File: src/imp_pkg.sv
// shared constants and carrier types for the margin/power-save register port
package imp_pkg;
  localparam logic [6:0] SLAVE_ADDR = 7'h46;
  localparam logic [7:0] IDX_NB = 8'h00;
  localparam logic [7:0] IDX_CORE = 8'h01;
  localparam logic [7:0] IDX_PSAVE = 8'h02;
  localparam logic [7:0] RST_NB = 8'h00;
  localparam logic [7:0] RST_CORE = 8'h00;
  localparam logic [7:0] RST_PSAVE = 8'h01;
  localparam int OVP_BIT = 7;
  localparam int PG_BIT = 6;
  localparam int OFS_MSB = 5;
  localparam int PS_OFS_OFF_BIT = 6;
  localparam int PS_DROP_LSB = 4;
  localparam int PS_ADD_LSB = 2;
  localparam int PS_PH_LSB = 0;
  localparam int OFS_STEP_MV = 25;
  localparam int OVP_LO_MV = 250;
  localparam int OVP_HI_MV = 500;
  localparam int OVP_FLOOR_MV = 1800;
  localparam int PG_CORE_UP_LO_MV = 250;
  localparam int PG_CORE_UP_HI_MV = 300;
  localparam int PG_DN_LO_MV = 300;
  localparam int PG_DN_HI_MV = 350;
  localparam int PG_HYST_MV = 50;
  localparam logic [2:0] STEP_ALL = 3'h0;

  typedef enum logic [1:0] {IMP_SPACE_1, IMP_SPACE_2, IMP_SPACE_4,
                            IMP_SPACE_0} imp_space_t;

  // decoded settings for one regulator
  typedef struct packed {
    logic [11:0] ovp_add_mv;
    logic [11:0] ovp_floor_mv;
    logic [11:0] pg_up_mv;
    logic [11:0] pg_dn_mv;
    logic [11:0] pg_hyst_mv;
    logic signed [11:0] offset_mv;
  } imp_rail_t;

  // decoded power-save settings
  typedef struct packed {
    logic [1:0] phases;
    logic [2:0] drop_cycles;
    logic [2:0] add_cycles;
    logic offset_off;
  } imp_psave_t;
endpackage : imp_pkg

File: src/imp_regs.sv
// two-wire slave port with margin, trip and power-save registers
`timescale 1ns/1ps

////////////////////////////////////////////////////////////////////////////////
// What this block does
// - on read address after restart, ack and shift selected register MSB first.
// - each master ack during read advances to the next register in order, stopping at power-save.
// - power-up values: north bridge 0, core 0, power-save 1.
// - while supply reset is active, all registers are held at initial values.
// - writing the initial values restores defaults, regulation untouched.
// - bit 7 chooses overvoltage trip of +250 or +500 mV, floor 1.8 V.
// - bit 6 chooses power-good window, core +250/-300 or +300/-350.
// - every power-good threshold carries 50 mV hysteresis.
// - bits 5:0 two's-complement offset in 25 mV steps.
// - power-save bits 1:0 choose one, two or three phases.
// - power-save bits 5:4 choose cycles between phase drops.
// - power-save bits 3:2 choose cycles between phase additions.
// - power-save bit 6 suppresses core offset in power savings mode.
// - power-save bit 7 is reserved and affects nothing.
// - index 0 drives north bridge settings, index 1 core settings.
// - respond only to address 1000110, ack by pulling data low.
module imp_regs (
  // clock and reset
  input wire logic i_clk_sys,
  input wire logic i_resetn,
  // supply power-on reset, active high while supply is low
  input wire logic i_supply_por,
  // serial link, open drain
  input wire logic i_scl,
  input wire logic i_sda,
  output logic o_sda_oe_n,
  // decoded settings
  output imp_pkg::imp_rail_t o_nb_rail,
  output imp_pkg::imp_rail_t o_core_rail,
  output imp_pkg::imp_psave_t o_psave,
  // raw register view
  output logic [7:0] o_nb_reg,
  output logic [7:0] o_core_reg,
  output logic [7:0] o_psave_reg
);

  typedef enum logic [2:0] {IMP_IDLE, IMP_ADDR, IMP_ADDR_ACK, IMP_RX,
                            IMP_RX_ACK, IMP_TX, IMP_TX_ACK} imp_state_t;

  function automatic imp_pkg::imp_rail_t rail_decode(input logic [7:0] r,
                                                     input logic core);
    imp_pkg::imp_rail_t d;
    d.ovp_floor_mv = 12'(imp_pkg::OVP_FLOOR_MV);
    d.ovp_add_mv = r[imp_pkg::OVP_BIT] ? 12'(imp_pkg::OVP_HI_MV)
                                       : 12'(imp_pkg::OVP_LO_MV);
    d.pg_dn_mv = r[imp_pkg::PG_BIT] ? 12'(imp_pkg::PG_DN_HI_MV)
                                    : 12'(imp_pkg::PG_DN_LO_MV);
    if (!core)
      d.pg_up_mv = 12'h000;
    else if (r[imp_pkg::PG_BIT])
      d.pg_up_mv = 12'(imp_pkg::PG_CORE_UP_HI_MV);
    else
      d.pg_up_mv = 12'(imp_pkg::PG_CORE_UP_LO_MV);
    d.pg_hyst_mv = 12'(imp_pkg::PG_HYST_MV);
    d.offset_mv = 12'($signed({{6{r[imp_pkg::OFS_MSB]}},
                       r[imp_pkg::OFS_MSB:0]}) *
                       imp_pkg::OFS_STEP_MV);
    return d;
  endfunction : rail_decode

  function automatic logic [2:0] space_decode(input logic [1:0] f);
    case (imp_pkg::imp_space_t'(f))
      imp_pkg::IMP_SPACE_1: space_decode = 3'h1;
      imp_pkg::IMP_SPACE_2: space_decode = 3'h2;
      imp_pkg::IMP_SPACE_4: space_decode = 3'h4;
      default: space_decode = imp_pkg::STEP_ALL;
    endcase
  endfunction : space_decode

  //////////////////////////////////////////////////////////////////////////////
  // pin synchronisers and edge detection
  logic [1:0] scl_sync_ff;
  logic [1:0] sda_sync_ff;
  logic [1:0] por_sync_ff;
  logic scl_d_ff;
  logic sda_d_ff;

  always_ff @(posedge i_clk_sys)
  begin
    if (!i_resetn)
    begin
      scl_sync_ff <= 2'h3;
      sda_sync_ff <= 2'h3;
      por_sync_ff <= 2'h3;
      scl_d_ff <= 1'b1;
      sda_d_ff <= 1'b1;
    end
    else
    begin
      scl_sync_ff <= {scl_sync_ff[0], i_scl};
      sda_sync_ff <= {sda_sync_ff[0], i_sda};
      por_sync_ff <= {por_sync_ff[0], i_supply_por};
      scl_d_ff <= scl_sync_ff[1];
      sda_d_ff <= sda_sync_ff[1];
    end
  end

  logic scl_rise;
  logic scl_fall;
  logic start_seen;
  logic stop_seen;
  logic por_hold;
  assign scl_rise = scl_sync_ff[1] && !scl_d_ff;
  assign scl_fall = !scl_sync_ff[1] && scl_d_ff;
  assign start_seen = scl_sync_ff[1] && scl_d_ff && sda_d_ff
                      && !sda_sync_ff[1];
  assign stop_seen = scl_sync_ff[1] && scl_d_ff && !sda_d_ff
                     && sda_sync_ff[1];
  assign por_hold = !i_resetn || por_sync_ff[1];

  //////////////////////////////////////////////////////////////////////////////
  // protocol engine
  imp_state_t state_ff;
  logic [7:0] shift_ff;
  logic [3:0] bit_cnt_ff;
  logic rd_ff;
  logic idx_phase_ff;
  logic [7:0] ptr_ff;
  logic wr_en;
  logic [7:0] wr_data;
  logic [7:0] nb_ff;
  logic [7:0] core_ff;
  logic [7:0] psave_ff;
  logic sda_oe_n_ff;
  logic [7:0] tx_byte;

  function automatic logic [7:0] reg_sel(input logic [7:0] p,
                                         input logic [7:0] a,
                                         input logic [7:0] b,
                                         input logic [7:0] c);
    if (p == imp_pkg::IDX_NB)
      reg_sel = a;
    else if (p == imp_pkg::IDX_CORE)
      reg_sel = b;
    else
      reg_sel = c;
  endfunction : reg_sel

  assign tx_byte = reg_sel(ptr_ff, nb_ff, core_ff, psave_ff);

  always_ff @(posedge i_clk_sys)
  begin
    if (!i_resetn)
    begin
      state_ff <= IMP_IDLE;
      shift_ff <= 8'h00;
      bit_cnt_ff <= 4'h0;
      rd_ff <= 1'b0;
      idx_phase_ff <= 1'b0;
      sda_oe_n_ff <= 1'b1;
    end
    else if (start_seen)
    begin
      state_ff <= IMP_ADDR;
      bit_cnt_ff <= 4'h0;
      sda_oe_n_ff <= 1'b1;
    end
    else if (stop_seen)
    begin
      state_ff <= IMP_IDLE;
      sda_oe_n_ff <= 1'b1;
    end
    else
    begin
      case (state_ff)
        IMP_IDLE: sda_oe_n_ff <= 1'b1;
        IMP_ADDR, IMP_RX:
        begin
          if (scl_rise)
          begin
            shift_ff <= {shift_ff[6:0], sda_sync_ff[1]};
            bit_cnt_ff <= bit_cnt_ff + 4'h1;
          end
          else if (scl_fall && bit_cnt_ff == 4'h8)
          begin
            bit_cnt_ff <= 4'h0;
            if (state_ff == IMP_ADDR)
            begin
              if (shift_ff[7:1] == imp_pkg::SLAVE_ADDR)
              begin
                rd_ff <= shift_ff[0];
                idx_phase_ff <= 1'b1;
                sda_oe_n_ff <= 1'b0;
                state_ff <= IMP_ADDR_ACK;
              end
              else
                state_ff <= IMP_IDLE;
            end
            else
            begin
              sda_oe_n_ff <= 1'b0;
              state_ff <= IMP_RX_ACK;
            end
          end
        end
        IMP_ADDR_ACK, IMP_RX_ACK:
        begin
          if (scl_fall)
          begin
            if (state_ff == IMP_RX_ACK)
              idx_phase_ff <= 1'b0;
            if (rd_ff && state_ff == IMP_ADDR_ACK)
            begin
              // data from the pointer kept since the index write
              shift_ff <= tx_byte;
              sda_oe_n_ff <= tx_byte[7];
              bit_cnt_ff <= 4'h1;
              state_ff <= IMP_TX;
            end
            else
            begin
              sda_oe_n_ff <= 1'b1;
              state_ff <= IMP_RX;
            end
          end
        end
        IMP_TX:
        begin
          if (scl_fall)
          begin
            if (bit_cnt_ff == 4'h8)
            begin
              sda_oe_n_ff <= 1'b1;
              state_ff <= IMP_TX_ACK;
            end
            else
            begin
              // msb first; oe low drives a zero
              sda_oe_n_ff <= shift_ff[6];
              shift_ff <= {shift_ff[6:0], 1'b0};
              bit_cnt_ff <= bit_cnt_ff + 4'h1;
            end
          end
        end
        IMP_TX_ACK:
        begin
          if (scl_rise)
          begin
            // nack ends the read; wait for stop
            if (sda_sync_ff[1])
              state_ff <= IMP_IDLE;
          end
          else if (scl_fall)
          begin
            shift_ff <= tx_byte;
            sda_oe_n_ff <= tx_byte[7];
            bit_cnt_ff <= 4'h1;
            state_ff <= IMP_TX;
          end
        end
        default: state_ff <= IMP_IDLE;
      endcase
    end
  end

  // a data byte received while not in the index phase is a register write
  assign wr_en = state_ff == IMP_RX && scl_fall && bit_cnt_ff == 4'h8
                 && !idx_phase_ff && !start_seen && !stop_seen;
  assign wr_data = shift_ff;

  //////////////////////////////////////////////////////////////////////////////
  // register pointer
  always_ff @(posedge i_clk_sys)
  begin
    if (!i_resetn)
      ptr_ff <= imp_pkg::IDX_NB;
    else if (state_ff == IMP_RX && scl_fall && bit_cnt_ff == 4'h8
             && idx_phase_ff && !start_seen && !stop_seen)
      ptr_ff <= shift_ff;
    else if (wr_en && ptr_ff < imp_pkg::IDX_PSAVE)
      ptr_ff <= ptr_ff + 8'h01;
    else if (state_ff == IMP_TX_ACK && scl_rise && !sda_sync_ff[1]
             && ptr_ff < imp_pkg::IDX_PSAVE)
      ptr_ff <= ptr_ff + 8'h01;
  end

  //////////////////////////////////////////////////////////////////////////////
  // register file, held at defaults while the supply is low
  always_ff @(posedge i_clk_sys)
  begin
    if (por_hold)
    begin
      nb_ff <= imp_pkg::RST_NB;
      core_ff <= imp_pkg::RST_CORE;
      psave_ff <= imp_pkg::RST_PSAVE;
    end
    else if (wr_en)
    begin
      // plain store; writing defaults is a soft reset only
      if (ptr_ff == imp_pkg::IDX_NB)
        nb_ff <= wr_data;
      else if (ptr_ff == imp_pkg::IDX_CORE)
        core_ff <= wr_data;
      else if (ptr_ff == imp_pkg::IDX_PSAVE)
        psave_ff <= wr_data;
    end
  end

  //////////////////////////////////////////////////////////////////////////////
  // registered outputs
  always_ff @(posedge i_clk_sys)
  begin
    if (!i_resetn)
    begin
      o_nb_rail <= rail_decode(imp_pkg::RST_NB, 1'b0);
      o_core_rail <= rail_decode(imp_pkg::RST_CORE, 1'b1);
      o_psave <= '0;
      o_nb_reg <= imp_pkg::RST_NB;
      o_core_reg <= imp_pkg::RST_CORE;
      o_psave_reg <= imp_pkg::RST_PSAVE;
    end
    else
    begin
      o_nb_rail <= rail_decode(nb_ff, 1'b0);
      o_core_rail <= rail_decode(core_ff, 1'b1);
      // 1x means three phases
      o_psave.phases <= psave_ff[imp_pkg::PS_PH_LSB + 1] ? 2'h3
                        : (psave_ff[imp_pkg::PS_PH_LSB] ? 2'h2 : 2'h1);
      o_psave.drop_cycles <=
        space_decode(psave_ff[imp_pkg::PS_DROP_LSB +: 2]);
      o_psave.add_cycles <=
        space_decode(psave_ff[imp_pkg::PS_ADD_LSB +: 2]);
      o_psave.offset_off <= psave_ff[imp_pkg::PS_OFS_OFF_BIT];
      // bit 7 has no consumer
      o_nb_reg <= nb_ff;
      o_core_reg <= core_ff;
      o_psave_reg <= psave_ff;
    end
  end

  assign o_sda_oe_n = sda_oe_n_ff;

endmodule : imp_regs

File: config.mk
export PLATFORM = sky130hd
export DESIGN_NAME = imp_regs
export DESIGN_NICKNAME = d
export VERILOG_FILES = /design/src/imp_pkg.sv /design/src/imp_regs.sv
export SDC_FILE = /design/constraint.sdc
export NUM_CORES = 1
export LEC_CHECK = 0
export ABC_CLOCK_PERIOD_IN_PS = 3600
export BUFFER_PORTS_ARGS = -buffer_cell sky130_fd_sc_hd__clkbuf_2
export CAP_MARGIN = 20
export CORE_UTILIZATION = 54
export CTS_BUF_LIST = sky130_fd_sc_hd__clkbuf_8
export DETAILED_ROUTE_END_ITERATION = 10
export PLACE_DENSITY = 0.82
export SLEW_MARGIN = 20
export SYNTH_ARGS = -nofsm -noshare
export SYNTH_HDL_FRONTEND = slang
export SYNTH_SLANG_ARGS = --single-unit
export TNS_END_PERCENT = 30
File: constraint.sdc
create_clock -name i_clk_sys -period 3.6 [get_ports i_clk_sys]
set_clock_uncertainty 0.05 [all_clocks]
set_input_delay 0.18 -clock i_clk_sys [delete_from_list [all_inputs] [get_ports i_clk_sys]]
set_output_delay 0.18 -clock i_clk_sys [all_outputs]
set_load 0.02 [all_outputs]
### Word level (Yosys, flattened, before mapping)

Cells that the tools add are included.

| storage, ports and cells | value |
|---|---|
| flip-flop bits (word level) | 235 |
| input port bits | 5 |
| output and inout port bits | 178 |
| word-level logic and storage cells | 201 |

| cells by class | value |
|---|---|
| $add $sub $neg | 2 |
| $mul | 2 |
| magnitude comparators | 1 |
| eq/ne operators | 39 |
| multiplexer cells | 63 |
| bitwise gates (word level) | 7 |
| reduce and logical (&&, ||, !) cells | 52 |

Operators by type and width:

| cell | number |
|---|---|
| $mux 8 | 12 |
| $mux 4 | 8 |
| $pmux 8 s4 | 1 |
| $mux 3 | 10 |
| $mux 9 | 3 |
| $ne 2x2->1 const B | 13 |
| $mul 6x6->12 const B | 2 |
| $reduce_and 8->1 | 3 |
| $logic_and 1x1->1 | 21 |
| $ne 4x4->1 const B | 5 |
| $mux 1 | 18 |
| $pmux 3 s3 | 2 |
| $reduce_and 9->1 | 2 |
| $pmux 4 s4 | 1 |
| $ne 3x3->1 const B | 5 |
| $pmux 3 s5 | 1 |
| $mux 7 | 2 |
| $ne 5x5->1 const B | 2 |
| $reduce_and 10->1 | 1 |
| $eq 3x3->1 const B | 3 |
| $add 8x1->8 const B | 1 |
| $eq 8x1->1 const B | 1 |
| $eq 8x2->1 const B | 1 |
| $logic_not 1->1 | 8 |
| other kinds (26) | 40 |

### Longest topological paths before layout

| logic depth | value |
|---|---|
| word-level depth | 10 |
| gate-level depth with buffers | 13 |
| mapped depth without buffers | 13 |

### Worst setup path before layout

Ideal clock, no wire load.

| timing path | value |
|---|---|
| path type | register -> register |
| start | register nb_ff[5] |
| end | register o_nb_rail[11] in the netlist's numbering |
| setup time | 0.131 ns |
| data arrival time | 2.609 ns |
| required time | 3.419 ns |
| setup slack | 0.810 ns |
| stages on the path, launching flop included | 13 |
| buffers on the path | 0 |
| period minus slack after synthesis | 2.790 ns |
| path through | dfxtp_1 -> inv_1 -> fa_1 -> inv_1 -> ha_1 -> ha_1 -> inv_1 -> fa_1 -> nor2b_1 -> o21a_1 -> o21ai_0 -> a21oi_1 -> nor3b_1 |

| between the ends | value |
|---|---|
| word-level cells in the longest chain between the ends | 1 |

Ends and longest elaborated chain:

| item | RTL line | text |
|---|---|---|
| from (decl) | imp_regs.sv:126 | `logic [7:0] nb_ff;` |
| from (signal assigned) | imp_regs.sv:288 | `nb_ff <= imp_pkg::RST_NB;` |
| from (signal assigned) | imp_regs.sv:296 | `nb_ff <= wr_data;` |
| $mul 6x6->12 | imp_regs.sv:61 | `r[imp_pkg::OFS_MSB:0]}) *` |
| to (signal assigned) | imp_regs.sv:310 | `o_nb_rail <= rail_decode(imp_pkg::RST_NB, 1'b0);` |
| to (signal assigned) | imp_regs.sv:319 | `o_nb_rail <= rail_decode(nb_ff, 1'b0);` |
| to (decl) | imp_regs.sv:33 | `output imp_pkg::imp_rail_t o_nb_rail,` |

No other way between the ends.
A chain may end at the register's enable or synchronous reset.

### Worst setup path in the final report

| timing path | value |
|---|---|
| start | register core_ff[2] |
| end | register o_core_rail[11] in the netlist's numbering |

| between the ends | value |
|---|---|
| word-level cells in the longest chain between the ends | 1 |

Ends and longest elaborated chain:

| item | RTL line | text |
|---|---|---|
| from (decl) | imp_regs.sv:127 | `logic [7:0] core_ff;` |
| from (signal assigned) | imp_regs.sv:289 | `core_ff <= imp_pkg::RST_CORE;` |
| from (signal assigned) | imp_regs.sv:298 | `core_ff <= wr_data;` |
| $mul 6x6->12 | imp_regs.sv:61 |  |
| to (signal assigned) | imp_regs.sv:311 | `o_core_rail <= rail_decode(imp_pkg::RST_CORE, 1'b1);` |
| to (signal assigned) | imp_regs.sv:320 | `o_core_rail <= rail_decode(core_ff, 1'b1);` |
| to (decl) | imp_regs.sv:34 | `output imp_pkg::imp_rail_t o_core_rail,` |

No other way between the ends.

==> results.cfg <==
[synth]
synth_fa_ha_area_share_pct = 12.0
netlist_instances = 691
yosysWarnings = 0
synth_largest_area_cell = dfxtp_1
synthTopCellsByArea = dfxtp_1 35%, buf_4 14%, ha_1 9.5%, mux2i_1 6.4%, nor2_1 3.4%
seq_area_frac_synth_pct = 34.9
yosysMostFrequentCell = buf_4
synth_flop_cell = dfxtp_1
synth_xor_area_share_pct = 1.79
synth_top_area_share_pct = 34.9
synth_top_family_by_area = buffers and inverters
synth_mux_area_share_pct = 6.39
ys_ff_latch = 112
async_flop_share_pct = 0
synth_enable_flop_cells = 0
syn_avg_cell_area_um2 = 9.30
synth_compound_area_share_pct = 9.97
syn_area_mm2 = 0.00643
yosysUniqueCellTypes = 60
synthTopCellsByCount = 124 x buf_4, 112 x dfxtp_1, 58 x nor2_1
yosys.area_share.simple_pct = 16.9

[drt]
via_count = 4446
dr.pass1.iters = 8
ant_nets = 0
wl_per_cell_um = 12.6
drc = 30
drt-initial-drc-count = 254
via_per_inst = 5.00
routed_wl_mm = 11.2

[timing]
period_minus_slack_ns = 3.01
timing.final.crit_share_pct = 83.5
finalHoldViolCount = 0
max_slew_margin_pct = 42.2
setup_viol = 0
finalMaxSlewViolations = 0
tns_ns = 0
tightest_slew_ns = 0.866
layout_setup_ws_ns = 0.593
grt_setup_unrepaired = false
max_freq_mhz = 333

[critical_path]
cpPeakStageDelay_ns = 0.47
crit_buf_inv = 1
endpoint_kind = flip-flop
critPathKind = flip-flop to flip-flop
cp-start-kind = flip-flop
required_ns = 3.81
cp_common_cell = ha_1
path_cells = ha_1, fa_1, ha_1, ha_1, inv_1, fa_1, nor2b_1, o21ai_0, a21boi_0, or3_1, nand3_1
crit_family = adder cells
cp_data_arrival_time_ns = 3.22
critPathSlowestCell = fa_1
worstPathMaxFanout = 5

[run_status]
outcome = finished, violations left
violations = DRC

[pwr]
leakage_nw = 3.29
power_density_mw_per_mm2 = 413
ir_drop_mv = 0.226

[floorplanning]
io-pin-count = 183
core_area_mm2 = 0.0115
rows = 39
die_x_um = 111
start_util_pct = 55.8
dieArea_mm2 = 0.0123
die_h_um = 111

[placement]
dp_cells = 870
dp_hpwl_mm = 8.10
io_buffers = 84
gp_congestion = 0.889
post-place-ws_ns = 0.593

[global_routing]
overflow = 0
antenna_found_initial = 0
grt_max_degree = 40
grt_pass1_vias = 3756
grt_pass1_wl_mm = 18.2
track_usage_pct = 18.3

[clocking]
cts_buffers = 9
hold_buffers = 3
cts_tree = built
htreeDepth = 3
cts.path.max_buffers = 2
clock_sinks = 112
cts_setup_buffers = 0
clkTransAtPathRegs_ns = 0.11
cts_resized = 0
insertion_delay_ns = 0.38
cts_root_buf = clkbuf_8

[final_layout]
seqCellArea_mm2 = 0.00224
num_antenna_cells = 0
largest_register_ffs = 16
area_growth_pct = 3.02
drive_gt1_share_pct = 16.0
nNetsFinal = 803
layoutNonFillerInstCount = 889
multi_input_area_mm2 = 0.00339
fill_cells = 971

[worst_hold_path]
min_path_type = input port to flip-flop

[run]
drv_cap = 0
==> routing by layer <==
metal / track usage, % / share of wire [%] / vias up
met2: 30.7 / 47 / 172
li1: - / - / 2214
met5: 0 / 0 / -
met3: 3.94 / 5.5 / 16
met4: 4.95 / 1.5 / 0
met1: 23.7 / 46 / 2044
==> final timing paths <==
check | startpoint | slack (ns) | depth (start not counted) | endpoint
setup / recovery | core_ff[2]$_SDFFE_PP0P_ | 0.59 | 11 | o_core_rail[11]$_SDFF_PN0_
hold / removal | i_resetn | 0.18 | 2 | por_sync_ff[1]$_SDFF_PN1_
setup reg to reg | core_ff[2]$_SDFFE_PP0P_ | 0.59 | 11 | o_core_rail[11]$_SDFF_PN0_
hold reg to reg | por_sync_ff[0]$_SDFF_PN1_ | 0.37 | 1 | por_sync_ff[1]$_SDFF_PN1_
==> cells by family after synthesis <==
family / Yosys count
muxes: 41
buffers and inverters: 180
other: 2
DFF: 112
and+or+nand+nor: 197
adders and majority gates: 57
xor gates and xnor gates: 11
AOI/OAI and AO/OA: 91
==> stage by stage <==
step / cell area [µm²] / power [mW] / utilization, % / hold slack [ns]
floorplan: 6790 / 1.94 / - / 0.231
global placement: 6390 / 1.98 / 55.5 / 0.313
detailed placement: 6390 / 1.99 / 55.5 / 0.318
CTS: 6620 / 2.74 / 57.5 / 0.158
global route: 6620 / 2.88 / 57.5 / 0.203
finish: 6620 / 2.73 / 57.5 / 0.178
==> report_power, final <==
part | internal (mW) | switching (mW) | leakage, nW | total (mW)
combinational | 0.181 | 0.342 | 2.28 | 0.523
clock | 0.294 | 0.461 | 0.104 | 0.755
sequential | 1.30 | 0.153 | 0.906 | 1.45
==> cells in the final DEF (no fill, tap or decap), types with 10 or more instances in the layout <==
cell,instances
ha_1,49
and2_1,27
clkbuf_2,84
o21ai_0,16
clkbuf_8,10
nor2b_1,11
a21oi_1,16
conb_1,98
a31oi_1,11
nand2_1,29
dfxtp_1,112
mux2i_1,41
inv_1,31
nor3_1,16
nor2_1,58
nand2b_1,16
xnor2_1,10
==> worst register-to-register path, delay by kind of cell (launching register included) <==
kind | cells | cell delay, ns
compound gates | 2 | 0.39
simple gates | 3 | 0.38
flops | 1 | 0.43
fa+ha+maj | 5 | 1.58
buf+inv | 1 | 0.06
==> area by class of cell <==
type / count / area share, %
Timing Repair Buffer: 92 / 7.37
Clock buffer: 10 / 2.08
Multi-Input combinational cell: 495 / 51.2
Sequential cell: 112 / 33.9
Tap cell: 143 / 2.70
Inverter: 31 / 1.76
Clock inverter: 6 / 0.983
Note: power is estimated with default switching activity, not from simulation.
